===== src/i2cm_defines.svh =====
`ifndef I2CM_DEFINES_SVH
`define I2CM_DEFINES_SVH

// ****************************************
// Register offsets
// ****************************************
`define I2CM_OFF_ADDR_DIR   16'hff80
`define I2CM_OFF_TX_FIRST   16'hff81
`define I2CM_OFF_TX_SECOND  16'hff82
`define I2CM_OFF_RX_FIRST   16'hff83
`define I2CM_OFF_RX_SECOND  16'hff84
`define I2CM_OFF_CTRL_STAT  16'hff85

// ****************************************
// Field positions, reset value and read fill value
// ****************************************
`define I2CM_DIR_BIT        0
`define I2CM_ADDR_MSB       7
`define I2CM_ADDR_LSB       1
`define I2CM_LEN_BIT        0
`define I2CM_GO_BIT         1
`define I2CM_ACKERR_BIT     2
`define I2CM_REG_RESET      8'h00
`define I2CM_READ_FILL      8'hff

// ****************************************
// Timing
// ****************************************
`define I2CM_BUS_RATE_KHZ   400
`define I2CM_TB_CNT_W       8

`endif


===== src/i2cm_pkg.sv =====
package i2cm_pkg;

  typedef enum logic [2:0] {
    I2CM_IDLE,
    I2CM_START,
    I2CM_DATA,
    I2CM_ACK,
    I2CM_STOP
  } i2cm_state_t;

  typedef enum logic [1:0] {
    I2CM_BYTE_ADDR,
    I2CM_BYTE_FIRST,
    I2CM_BYTE_SECOND
  } i2cm_byte_t;

endpackage


===== src/i2cm_tbase.sv =====
`timescale 1ns/1ps
`include "i2cm_defines.svh"

module i2cm_tbase
  import i2cm_pkg::*;
#(
  parameter int CNT_W = `I2CM_TB_CNT_W
) (
  // Clock and reset
  input  wire logic mclk,
  input  wire logic reset_n,
  // Time-base clock, asynchronous
  input  wire logic tb_clk,
  // Phase events
  output logic      tb_rise,
  output logic      tb_fall,
  output logic      tb_mid,
  output logic      tb_high
);

  logic             sync1_r;
  logic             sync2_r;
  logic             last_r;
  logic [CNT_W-1:0] cnt_r;
  logic [CNT_W-1:0] cnt_nxt;
  logic [CNT_W-1:0] half_r;
  logic [CNT_W-1:0] half_nxt;
  logic             edge_s;

  assign edge_s  = sync2_r ^ last_r;
  assign tb_rise = edge_s & sync2_r;
  assign tb_fall = edge_s & ~sync2_r;
  assign tb_high = sync2_r;
  // Mid point of each half period, from the last measured half
  assign tb_mid  = ~edge_s && (half_r != '0) && (cnt_r == (half_r >> 1));

  always_comb begin
    cnt_nxt  = cnt_r;
    half_nxt = half_r;
    if (edge_s) begin
      half_nxt = cnt_r;
      cnt_nxt  = CNT_W'(1);
    end else if (cnt_r != '1) begin
      // Saturates so a stalled time base never fakes a second mid point
      cnt_nxt = cnt_r + CNT_W'(1);
    end
  end

  always_ff @(posedge mclk or negedge reset_n) begin
    if (!reset_n) begin
      sync1_r <= 1'b0;
      sync2_r <= 1'b0;
      last_r  <= 1'b0;
      cnt_r   <= '0;
      half_r  <= '0;
    end else begin
      sync1_r <= tb_clk;
      sync2_r <= sync1_r;
      last_r  <= sync2_r;
      cnt_r   <= cnt_nxt;
      half_r  <= half_nxt;
    end
  end

endmodule


===== src/i2cm_top.sv =====
`timescale 1ns/1ps
`include "i2cm_defines.svh"

// Overview of operation
// - Address comes from bits 7..1; bit 0 chooses write (0) or read (1).
// - First transmit register is sent as first data byte of a write.
// - With length bit set, second transmit register is sent second.
// - First byte received in a read lands in the first receive register.
// - With length bit set, second received byte lands in second register.
// - Ack-error bit sets whenever a sampled slave acknowledge is not zero.
// - Ack-error bit clears automatically when a new transaction begins.
// - Start bit stays high while busy, self-clears at end of transaction.
// - Length bit one means two-byte transfers, zero means single byte.
// - Completion flag rises at end of frame, drops at next start.
// - Bus clock follows the 400 kHz time-base clock.

module i2cm_top
  import i2cm_pkg::*;
(
  // Clock and reset
  input  wire logic        mclk,
  input  wire logic        reset_n,
  // Special-function register port
  input  wire logic [15:0] sfr_addr,
  input  wire logic        sfr_wr,
  input  wire logic        sfr_rd,
  input  wire logic [7:0]  sfr_wdata,
  output logic      [7:0]  sfr_rdata,
  // Time-base clock
  input  wire logic        tb_clk,
  // Completion towards external interrupt six
  output logic             xfer_done_flag,
  // Two-wire bus, open drain
  input  wire logic        scl_i,
  output logic             scl_o,
  output logic             scl_oe,
  input  wire logic        sda_i,
  output logic             sda_o,
  output logic             sda_oe
);

  // ****************************************
  // Helpers
  // ****************************************
  function automatic logic sfr_hit(input logic [15:0] a, input logic [15:0] off);
    sfr_hit = (a == off);
  endfunction

  // ****************************************
  // State
  // ****************************************
  logic [7:0]  slave_addr_dir_r;
  logic [7:0]  slave_addr_dir_nxt;
  logic [7:0]  first_tx_byte_r;
  logic [7:0]  first_tx_byte_nxt;
  logic [7:0]  second_tx_byte_r;
  logic [7:0]  second_tx_byte_nxt;
  logic [7:0]  first_rx_byte_r;
  logic [7:0]  first_rx_byte_nxt;
  logic [7:0]  second_rx_byte_r;
  logic [7:0]  second_rx_byte_nxt;
  logic        two_byte_select_r;
  logic        two_byte_select_nxt;
  logic        go_busy_r;
  logic        go_busy_nxt;
  logic        ack_error_r;
  logic        ack_error_nxt;
  logic        done_r;
  logic        done_nxt;
  logic [7:0]  rdata_r;
  logic [7:0]  rdata_nxt;
  i2cm_state_t state_r;
  i2cm_state_t state_nxt;
  i2cm_byte_t  byte_r;
  i2cm_byte_t  byte_nxt;
  logic [7:0]  shift_r;
  logic [7:0]  shift_nxt;
  logic [2:0]  bit_r;
  logic [2:0]  bit_nxt;
  logic        nack_r;
  logic        nack_nxt;
  logic        scl_oe_r;
  logic        scl_oe_nxt;
  logic        sda_oe_r;
  logic        sda_oe_nxt;
  logic        scl_s1_r;
  logic        scl_s2_r;
  logic        sda_s1_r;
  logic        sda_s2_r;
  logic        tb_rise;
  logic        tb_fall;
  logic        tb_mid;
  logic        tb_high;
  logic        mid_lo;
  logic        mid_hi;
  logic        read_dir;
  logic        rxing;
  logic        last_byte;
  logic        launch;

  // ****************************************
  // Time base
  // ****************************************
  i2cm_tbase #(.CNT_W(`I2CM_TB_CNT_W)) u_tbase (
    .mclk    (mclk),
    .reset_n (reset_n),
    .tb_clk  (tb_clk),
    .tb_rise (tb_rise),
    .tb_fall (tb_fall),
    .tb_mid  (tb_mid),
    .tb_high (tb_high)
  );

  assign mid_lo    = tb_mid & ~tb_high;
  assign mid_hi    = tb_mid & tb_high;
  assign read_dir  = slave_addr_dir_r[`I2CM_DIR_BIT];
  assign rxing     = read_dir && (byte_r != I2CM_BYTE_ADDR);
  assign last_byte = (byte_r == I2CM_BYTE_SECOND) ||
                     ((byte_r == I2CM_BYTE_FIRST) && !two_byte_select_r);
  assign launch    = sfr_wr && sfr_hit(sfr_addr, `I2CM_OFF_CTRL_STAT) &&
                     sfr_wdata[`I2CM_GO_BIT] && !go_busy_r;

  // ****************************************
  // Register file and frame engine
  // ****************************************
  always_comb begin
    slave_addr_dir_nxt  = slave_addr_dir_r;
    first_tx_byte_nxt   = first_tx_byte_r;
    second_tx_byte_nxt  = second_tx_byte_r;
    first_rx_byte_nxt   = first_rx_byte_r;
    second_rx_byte_nxt  = second_rx_byte_r;
    two_byte_select_nxt = two_byte_select_r;
    go_busy_nxt         = go_busy_r;
    ack_error_nxt       = ack_error_r;
    done_nxt            = done_r;
    rdata_nxt           = rdata_r;
    state_nxt           = state_r;
    byte_nxt            = byte_r;
    shift_nxt           = shift_r;
    bit_nxt             = bit_r;
    nack_nxt            = nack_r;
    scl_oe_nxt          = scl_oe_r;
    sda_oe_nxt          = sda_oe_r;

    // Plain storage; software keeps off these while busy
    if (sfr_wr) begin
      if (sfr_hit(sfr_addr, `I2CM_OFF_ADDR_DIR)) begin
        slave_addr_dir_nxt = sfr_wdata;
      end else if (sfr_hit(sfr_addr, `I2CM_OFF_TX_FIRST)) begin
        first_tx_byte_nxt = sfr_wdata;
      end else if (sfr_hit(sfr_addr, `I2CM_OFF_TX_SECOND)) begin
        second_tx_byte_nxt = sfr_wdata;
      end else if (sfr_hit(sfr_addr, `I2CM_OFF_CTRL_STAT)) begin
        // Length frozen mid-frame so the byte count cannot shift under us
        if (!go_busy_r) begin
          two_byte_select_nxt = sfr_wdata[`I2CM_LEN_BIT];
        end
      end
    end

    if (sfr_rd) begin
      if (sfr_hit(sfr_addr, `I2CM_OFF_ADDR_DIR)) begin
        rdata_nxt = slave_addr_dir_r;
      end else if (sfr_hit(sfr_addr, `I2CM_OFF_TX_FIRST)) begin
        rdata_nxt = first_tx_byte_r;
      end else if (sfr_hit(sfr_addr, `I2CM_OFF_TX_SECOND)) begin
        rdata_nxt = second_tx_byte_r;
      end else if (sfr_hit(sfr_addr, `I2CM_OFF_RX_FIRST)) begin
        rdata_nxt = first_rx_byte_r;
      end else if (sfr_hit(sfr_addr, `I2CM_OFF_RX_SECOND)) begin
        rdata_nxt = second_rx_byte_r;
      end else if (sfr_hit(sfr_addr, `I2CM_OFF_CTRL_STAT)) begin
        rdata_nxt = `I2CM_REG_RESET;
        rdata_nxt[`I2CM_ACKERR_BIT] = ack_error_r;
        rdata_nxt[`I2CM_GO_BIT]     = go_busy_r;
        rdata_nxt[`I2CM_LEN_BIT]    = two_byte_select_r;
      end else begin
        rdata_nxt = `I2CM_REG_RESET;
      end
    end

    // SCL follows the time base once a frame owns the bus
    if (state_r != I2CM_IDLE) begin
      if (tb_rise) begin
        scl_oe_nxt = 1'b0;
      end else if (tb_fall && state_r != I2CM_STOP) begin
        scl_oe_nxt = 1'b1;
      end
    end

    case (state_r)
      I2CM_IDLE: begin
        scl_oe_nxt = 1'b0;
        sda_oe_nxt = 1'b0;
        if (launch) begin
          go_busy_nxt   = 1'b1;
          ack_error_nxt = 1'b0;
          done_nxt      = 1'b0;
          nack_nxt      = 1'b0;
          state_nxt     = I2CM_START;
        end
      end
      I2CM_START: begin
        // Start only over an idle bus: both lines seen high
        if (mid_hi && !sda_oe_r && scl_s2_r && sda_s2_r) begin
          sda_oe_nxt = 1'b1;
        end else if (tb_fall && sda_oe_r) begin
          shift_nxt = slave_addr_dir_r;
          bit_nxt   = 3'h0;
          byte_nxt  = I2CM_BYTE_ADDR;
          state_nxt = I2CM_DATA;
        end else if (tb_fall) begin
          scl_oe_nxt = 1'b0;
        end
      end
      I2CM_DATA: begin
        if (mid_lo) begin
          sda_oe_nxt = rxing ? 1'b0 : ~shift_r[7];
        end else if (mid_hi && rxing) begin
          shift_nxt = {shift_r[6:0], sda_s2_r};
        end else if (tb_fall) begin
          shift_nxt = rxing ? shift_r : {shift_r[6:0], 1'b0};
          bit_nxt = bit_r + 3'h1;
          if (bit_r == 3'h7) begin
            state_nxt = I2CM_ACK;
          end
        end
      end
      I2CM_ACK: begin
        if (mid_lo) begin
          // Master acks all but the last byte it reads
          sda_oe_nxt = rxing && !last_byte;
        end else if (mid_hi && !rxing && sda_s2_r) begin
          ack_error_nxt = 1'b1;
          nack_nxt      = 1'b1;
        end else if (tb_fall) begin
          if (rxing && byte_r == I2CM_BYTE_FIRST) begin
            first_rx_byte_nxt = shift_r;
          end else if (rxing && byte_r == I2CM_BYTE_SECOND) begin
            second_rx_byte_nxt = shift_r;
          end
          if (nack_r || (byte_r != I2CM_BYTE_ADDR && last_byte)) begin
            state_nxt = I2CM_STOP;
          end else if (byte_r == I2CM_BYTE_ADDR) begin
            byte_nxt  = I2CM_BYTE_FIRST;
            shift_nxt = read_dir ? `I2CM_READ_FILL : first_tx_byte_r;
            state_nxt = I2CM_DATA;
          end else begin
            byte_nxt  = I2CM_BYTE_SECOND;
            shift_nxt = second_tx_byte_r;
            state_nxt = I2CM_DATA;
          end
        end
      end
      I2CM_STOP: begin
        if (mid_lo && scl_oe_r) begin
          sda_oe_nxt = 1'b1;
        end else if (mid_hi && !scl_oe_r) begin
          sda_oe_nxt  = 1'b0;
          go_busy_nxt = 1'b0;
          done_nxt    = 1'b1;
          state_nxt   = I2CM_IDLE;
        end
      end
      default: begin
        state_nxt = I2CM_IDLE;
      end
    endcase
  end

  always_ff @(posedge mclk or negedge reset_n) begin
    if (!reset_n) begin
      slave_addr_dir_r  <= `I2CM_REG_RESET;
      first_tx_byte_r   <= `I2CM_REG_RESET;
      second_tx_byte_r  <= `I2CM_REG_RESET;
      first_rx_byte_r   <= `I2CM_REG_RESET;
      second_rx_byte_r  <= `I2CM_REG_RESET;
      two_byte_select_r <= 1'b0;
      go_busy_r         <= 1'b0;
      ack_error_r       <= 1'b0;
      done_r            <= 1'b0;
      rdata_r           <= `I2CM_REG_RESET;
      state_r           <= I2CM_IDLE;
      byte_r            <= I2CM_BYTE_ADDR;
      shift_r           <= `I2CM_REG_RESET;
      bit_r             <= 3'h0;
      nack_r            <= 1'b0;
      scl_oe_r          <= 1'b0;
      sda_oe_r          <= 1'b0;
      scl_s1_r          <= 1'b1;
      scl_s2_r          <= 1'b1;
      sda_s1_r          <= 1'b1;
      sda_s2_r          <= 1'b1;
    end else begin
      slave_addr_dir_r  <= slave_addr_dir_nxt;
      first_tx_byte_r   <= first_tx_byte_nxt;
      second_tx_byte_r  <= second_tx_byte_nxt;
      first_rx_byte_r   <= first_rx_byte_nxt;
      second_rx_byte_r  <= second_rx_byte_nxt;
      two_byte_select_r <= two_byte_select_nxt;
      go_busy_r         <= go_busy_nxt;
      ack_error_r       <= ack_error_nxt;
      done_r            <= done_nxt;
      rdata_r           <= rdata_nxt;
      state_r           <= state_nxt;
      byte_r            <= byte_nxt;
      shift_r           <= shift_nxt;
      bit_r             <= bit_nxt;
      nack_r            <= nack_nxt;
      scl_oe_r          <= scl_oe_nxt;
      sda_oe_r          <= sda_oe_nxt;
      scl_s1_r          <= scl_i;
      scl_s2_r          <= scl_s1_r;
      sda_s1_r          <= sda_i;
      sda_s2_r          <= sda_s1_r;
    end
  end

  // ****************************************
  // Outputs
  // ****************************************
  // Open drain: only ever pulls low
  assign scl_o          = 1'b0;
  assign sda_o          = 1'b0;
  assign scl_oe         = scl_oe_r;
  assign sda_oe         = sda_oe_r;
  assign sfr_rdata      = rdata_r;
  assign xfer_done_flag = done_r;

endmodule


===== config.mk =====
export PLATFORM = sky130hd
export DESIGN_NAME = i2cm_top
export DESIGN_NICKNAME = d
export VERILOG_FILES = /design/src/i2cm_pkg.sv /design/src/i2cm_tbase.sv /design/src/i2cm_top.sv
export VERILOG_INCLUDE_DIRS = /design/src /design/src/src
export SDC_FILE = /design/constraint.sdc
export NUM_CORES = 1
export LEC_CHECK = 0
export BUFFER_PORTS_ARGS = -buffer_cell sky130_fd_sc_hd__buf_2
export CORE_MARGIN = 3
export CORE_UTILIZATION = 25
export DETAILED_ROUTE_END_ITERATION = 12
export HOLD_SLACK_MARGIN = 0.08
export PLACE_DENSITY = 0.46
export SYNTH_ARGS = -nofsm -noshare
export SYNTH_HDL_FRONTEND = slang
export SYNTH_HIERARCHICAL = 1
export SYNTH_SLANG_ARGS = --single-unit

===== constraint.sdc =====
create_clock -name mclk -period 4.5 [get_ports mclk]
set_clock_uncertainty 0.2 [all_clocks]
set_input_delay 0.225 -clock mclk [delete_from_list [all_inputs] [get_ports mclk]]
set_output_delay 0.225 -clock mclk [all_outputs]
set_load 0.1 [all_outputs]

* After elaboration in Yosys (flattened, before gate mapping)
Index checks and enable logic that the tools add are counted.
W data, S select, Z words.
** Storage, ports and cells
- Register bits :: 93
** Cells by class
- $add $sub $neg :: 2
- Equal/unequal tests :: 36
- Mux-type cells :: 73
- Bitwise gates (word level) :: 15
- Reduce and logical (&&, ||, !) cells :: 54
** Operators by type and width (count)
- $mux W8 :: 19
- $eq A16 B16 Y1 const B :: 6
- $mux W3 :: 19
- $ne A2 B2 Y1 const B :: 17
- $pmux W8 S3 :: 1
- $logic_and A1 B1 Y1 :: 21
- $mux W1 :: 19
- $reduce_and A6 Y1 :: 3
- $pmux W3 S5 :: 1
- $mux W2 :: 7
- $ne A3 B3 Y1 const B :: 4
- $reduce_and A12 Y1 :: 1
- $reduce_and A4 Y1 :: 3
- $reduce_bool A2 Y1 :: 6
- $not A1 Y1 :: 10
- $reduce_and A10 Y1 :: 1
- $reduce_and A5 Y1 :: 2
- $add A8 B1 Y8 const B :: 1
- $eq A8 B7 Y1 :: 1
- $ne A8 B8 Y1 const B :: 1
- $pmux W1 S2 :: 4
- $reduce_bool A8 Y1 :: 1
- $reduce_and A7 Y1 :: 1
- $eq A3 B2 Y1 const B :: 2
- 18 further kinds :: 29

* Longest topological paths before layout
- Depth in word-level cells :: 10
- Depth in mapped cells :: 13

* Modules after synthesis
Netlist, hierarchy kept.
** Modules (own cells, without submodules)
- i2cm_top :: times used 1, cells an instance 369, area an instance 3910.0 um^2, seq. area each 1856.8 um^2
- i2cm_tbase :: times used 1, cells an instance 84, area an instance 943.4 um^2, seq. area each 475.5 um^2

* Worst setup path before layout
No wires, ideal clock.
- Kind :: register -> register
- From :: register u_tbase.sync2_r (netlist: u_tbase/tb_high)
- To :: register shift_r[0]
- Setup time :: 125 ps
- Arrival :: 2869 ps
- Slack :: 1306 ps
- Cell stages (with the launch flop) :: 14
- Buffers on the path :: 3
- Period minus slack after synthesis :: 3194 ps
- Cells stage by stage :: dfrtp_1 inv_1 ha_1 buf_2 inv_1 a2111oi_0 o2111a_1 nand2b_1 and2_1 clkbuf_1 a31oi_1 or4_1 clkbuf_1 mux2_2
** Between the ends
- Word-level cells in the longest chain between the ends :: 10
- Elaborated cells between the ends (all ways) :: 27
** Ends and longest elaborated chain
- start, declared :: RTL line i2cm_tbase.sv:22 : logic sync2_r;
- start signal, assigned :: RTL line i2cm_tbase.sv:58 : sync2_r <= sync1_r;
- $xor A1 B1 Y1 * :: RTL line i2cm_tbase.sv:30 : assign edge_s = sync2_r ^ last_r;
- $not A1 Y1 * :: RTL line i2cm_tbase.sv:35 : assign tb_mid = ~edge_s && (half_r != '0) && (cnt_r == (half_r >> 1));
- $logic_and A1 B1 Y1 * (2 in a row) :: RTL line i2cm_tbase.sv:35
- via tb_mid :: RTL line i2cm_top.sv:92 : logic tb_mid;
- $and A1 B1 Y1 :: RTL line i2cm_top.sv:115 : assign mid_hi = tb_mid & tb_high;
- $logic_and A1 B1 Y1 (3 in a row) :: RTL line i2cm_top.sv:205 : if (mid_hi && !sda_oe_r && scl_s2_r && sda_s2_r) begin
- $ne A2 B2 Y1 (no source line)
- $reduce_and A10 Y1 (no source line)
- end signal, assigned :: RTL line i2cm_top.sv:285 : shift_r <= `I2CM_REG_RESET;
- end signal, assigned :: RTL line i2cm_top.sv:307 : shift_r <= shift_nxt;
- end, declared :: RTL line i2cm_top.sv:76 : logic [7:0] shift_r;
The timed path passes the listed nets; every way through them passes the cells marked *. The select of a mux whose other input is x is not followed.
A chain may end at the register's enable or synchronous reset.

* Worst setup path after layout
- From :: register u_tbase.sync2_r (netlist: u_tbase/tb_high)
- To :: register shift_r[6]
The elaborated chain is that of the path after synthesis.

==> reports/qor.yml <==
power_and_ir_drop:
  combPwrFrac_pct: 8.6
  swShare_pct: 25.1
  p_switching_uw: 461
  power_mw: 1.83
  peakVddDrop_mv: 0.182
  intPower_mw: 1.37
  power_leakage_nw: 2.68
  clockPowerShare_pct: 42.8
  p_per_area_nw_per_um2: 321
  power_frac_seq_pct: 48.6
cts:
  cts-root-buf: "clkbuf_16"
  clk_pin_slew_ns: 0.07
  cts_tree: "yes"
  clock_path_buffers: 2
  htree_levels: 3
  cts_sinks: 93
  worstSkewPairLatency_ns: 0.35
  cts_buffers: 9
finish:
  multiInputGateArea_um2: 2320
  ff_latch_area_um2: 2330
  fin_nets: 531
  areaGrowthSynthToFinish_pct: 17.7
  drive_gt1_share_pct: 26.8
  nFillCells: 1959
  mostFrequentLayoutCell: "dfrtp_1"
  antenna_cells: 0
  final_cell_mix: "89 x dfrtp_1, 54 x mux2_2, 40 x buf_2, 30 x o21ai_0, 28 x nand2_1"
  final_cells: 760
timing:
  layout_min_cycle_time_ns: 3.46
  rsz0062_at_grt: "no"
  layout_setup_ws_ns: 1.04
  tightestPinTransition_ns: 0.928
  maxSlewViolCount: 0
  fmax_mhz: 289
  period_share_pct: 76.9
  finalSetupViolations: 0
  max_slew_margin_pct: 37.9
  finalHoldWorstSlack_ns: 0.156
  hold_viol_final: 0
  tns_ns: 0
floorplan:
  ioPinCount: 44
  fp.dieArea_um2: 21100
  start_util_pct: 25.7
  rows: 50
  fp.dieW_um: 145
  die_height_um: 145
  core_area_um2: 18900
setup_path:
  cp-start-kind: "register"
  end_kind: "register"
  worst-path-max-fanout: 19
  rr_worst_depth: 11
  criticalPathCategory: "register to register"
  crit_arrival_ns: 3.50
  crit_required_ns: 4.54
drt:
  wirelength_um: 12200
  drt-vias-per-instance: 4.78
  drtPass1Iterations: 4
  first_iter_violations: 236
  vias: 3634
  postRouteAntennaNets: 0
  wl_per_cell_um: 16.0
  route.detailed.drc: 0
status:
  status: "finished clean"
yosys:
  synth_async_sr_flop_share_pct: 100
  yosysSeqAreaShare_pct: 48.1
  synthesis.area_um2: 4850
  syn_inst: 453
  synth_edf_count: 0
  synth.distinct_cells: 60
  yosysWarnings: 6
  avgSynthCellArea_um2: 10.7
  yosys_register_bits: 93
  synthFlopType: "dfrtp_1"
placement:
  place_inst: 731
  place.detailed.hpwl_um: 8590
  gp_congestion: 0.821
  port_buffers: 41
  place_ws_ns: 1.01
grt:
  grt_max_degree: 48
  antenna_found_initial: 0
  first_global_vias: 3617
  grt_pass1_wl_um: 20100
  globalRouteTotalUtil_pct: 11.9
  grt.overflow.total: 0
min_path:
  min_path_type: "register to register"
  min_path_cells: 0
flow_run:
  maxCapViolCount: 0
[registers in the layout (all words and copies together), names as in the netlist, 2 cells and up]
signal	count
bit_r	3
byte_r	2
first_rx_byte_r	8
first_tx_byte_r	8
second_rx_byte_r	8
second_tx_byte_r	8
sfr_rdata	8
shift_r	8
slave_addr_dir_r	8
state_r	3
u_tbase/cnt_r	8
u_tbase/half_r	8
[kinds of logic after synthesis]
kind of cell	after synthesis	synth area share [%]
xor+xnor	9	1.62
mux	75	17.8
other cells	1	0.0773
flops	93	48.1
fa+ha+maj	5	1.29
simple gates	128	14.7
compound gates	97	12.3
buf+inv	45	4.15
[cell usage after synthesis, types with 5 or more instances]
cell type	number	area (um^2)
a211oi_1	5	37.5
a21oi_1	27	135
and2_1	5	31.3
clkbuf_1	19	71.3
dfrtp_1	89	2230
ha_1	5	62.6
inv_1	17	63.8
mux2_2	54	608
mux2_4	9	135
mux2i_1	12	120
nand2_1	28	105
nand3_1	15	75.1
nand4_1	6	37.5
nor2_1	20	75.1
nor2b_1	11	68.8
nor3_1	6	30.0
nor3b_1	7	52.6
o21ai_0	30	150
o22ai_1	6	37.5
xor2_1	8	70.1
[routing by layer]
metal | vias to the layer above | track usage (%) | wire (um)
met5 | - | 0 | 0
met4 | 0 | 3.37 | 162
met3 | 11 | 3.36 | 721
met2 | 95 | 17.9 | 5380
met1 | 1807 | 16.7 | 5930
li1 | 1721 | - | -
[power groups by stage]
| stage | registers (mW) | logic, mW | clock network (mW) |
|---|---|---|---|
| floorplan | 0.891 | 0.112 | 0 |
| global placement | 0.907 | 0.149 | 0 |
| detailed placement | 0.908 | 0.150 | 0 |
| CTS | 0.892 | 0.159 | 0.815 |
| global route | 0.896 | 0.179 | 0.853 |
| finish | 0.892 | 0.158 | 0.785 |
[cell type report]
class                           instances  area share (%)
Timing Repair Buffer                   58            6.44
Sequential cell                        93            40.8
Tap cell                              260            5.69
Multi-Input combinational cell        316            40.7
Inverter                               17            1.12
Clock inverter                          5            1.03
Clock buffer                           11            4.25
[worst max-delay path, stage by stage, from the launching register on]
cell and delay (ns):
dfrtp_1 0.48, inv_1 0.08, ha_1 0.28, buf_4 0.22, inv_1 0.11, a2111oi_0 0.30
o2111a_1 0.36, and3_1 0.24, nand2_1 0.10, a31oi_1 0.22, or4_1 0.36, mux2_2 0.38
[repair_timing]
action | 4_1_cts | 5_1_grt
setup buffers | 0 | 0
hold buffers | 13 | 0
gates resized for setup | 0 | 0
hold endpoints to repair | 80 | 0
[path summary, 6_finish.rpt]
path | from | endpoint | slack, ns
min | sda_s1_r | sda_s2_r | 0.16
max reg2reg | u_tbase/tb_high | shift_r[6] | 1.04
min reg2reg | sda_s1_r | sda_s2_r | 0.16
max in group asynchronous | reset_n | u_tbase/half_r[7] | 2.83
min in group asynchronous | reset_n | first_tx_byte_r[4] | 0.23
max | u_tbase/tb_high | shift_r[6] | 1.04
[metrics by stage]
step           utilization, %  area (um^2)
2_1_floorplan               -         4860
3_3_place_gp             28.0         5280
3_5_place_dp             28.0         5280
4_1_cts                  30.2         5710
5_1_grt                  30.2         5710
6_report                 30.2         5710
Power figures use the tool's default switching activity.
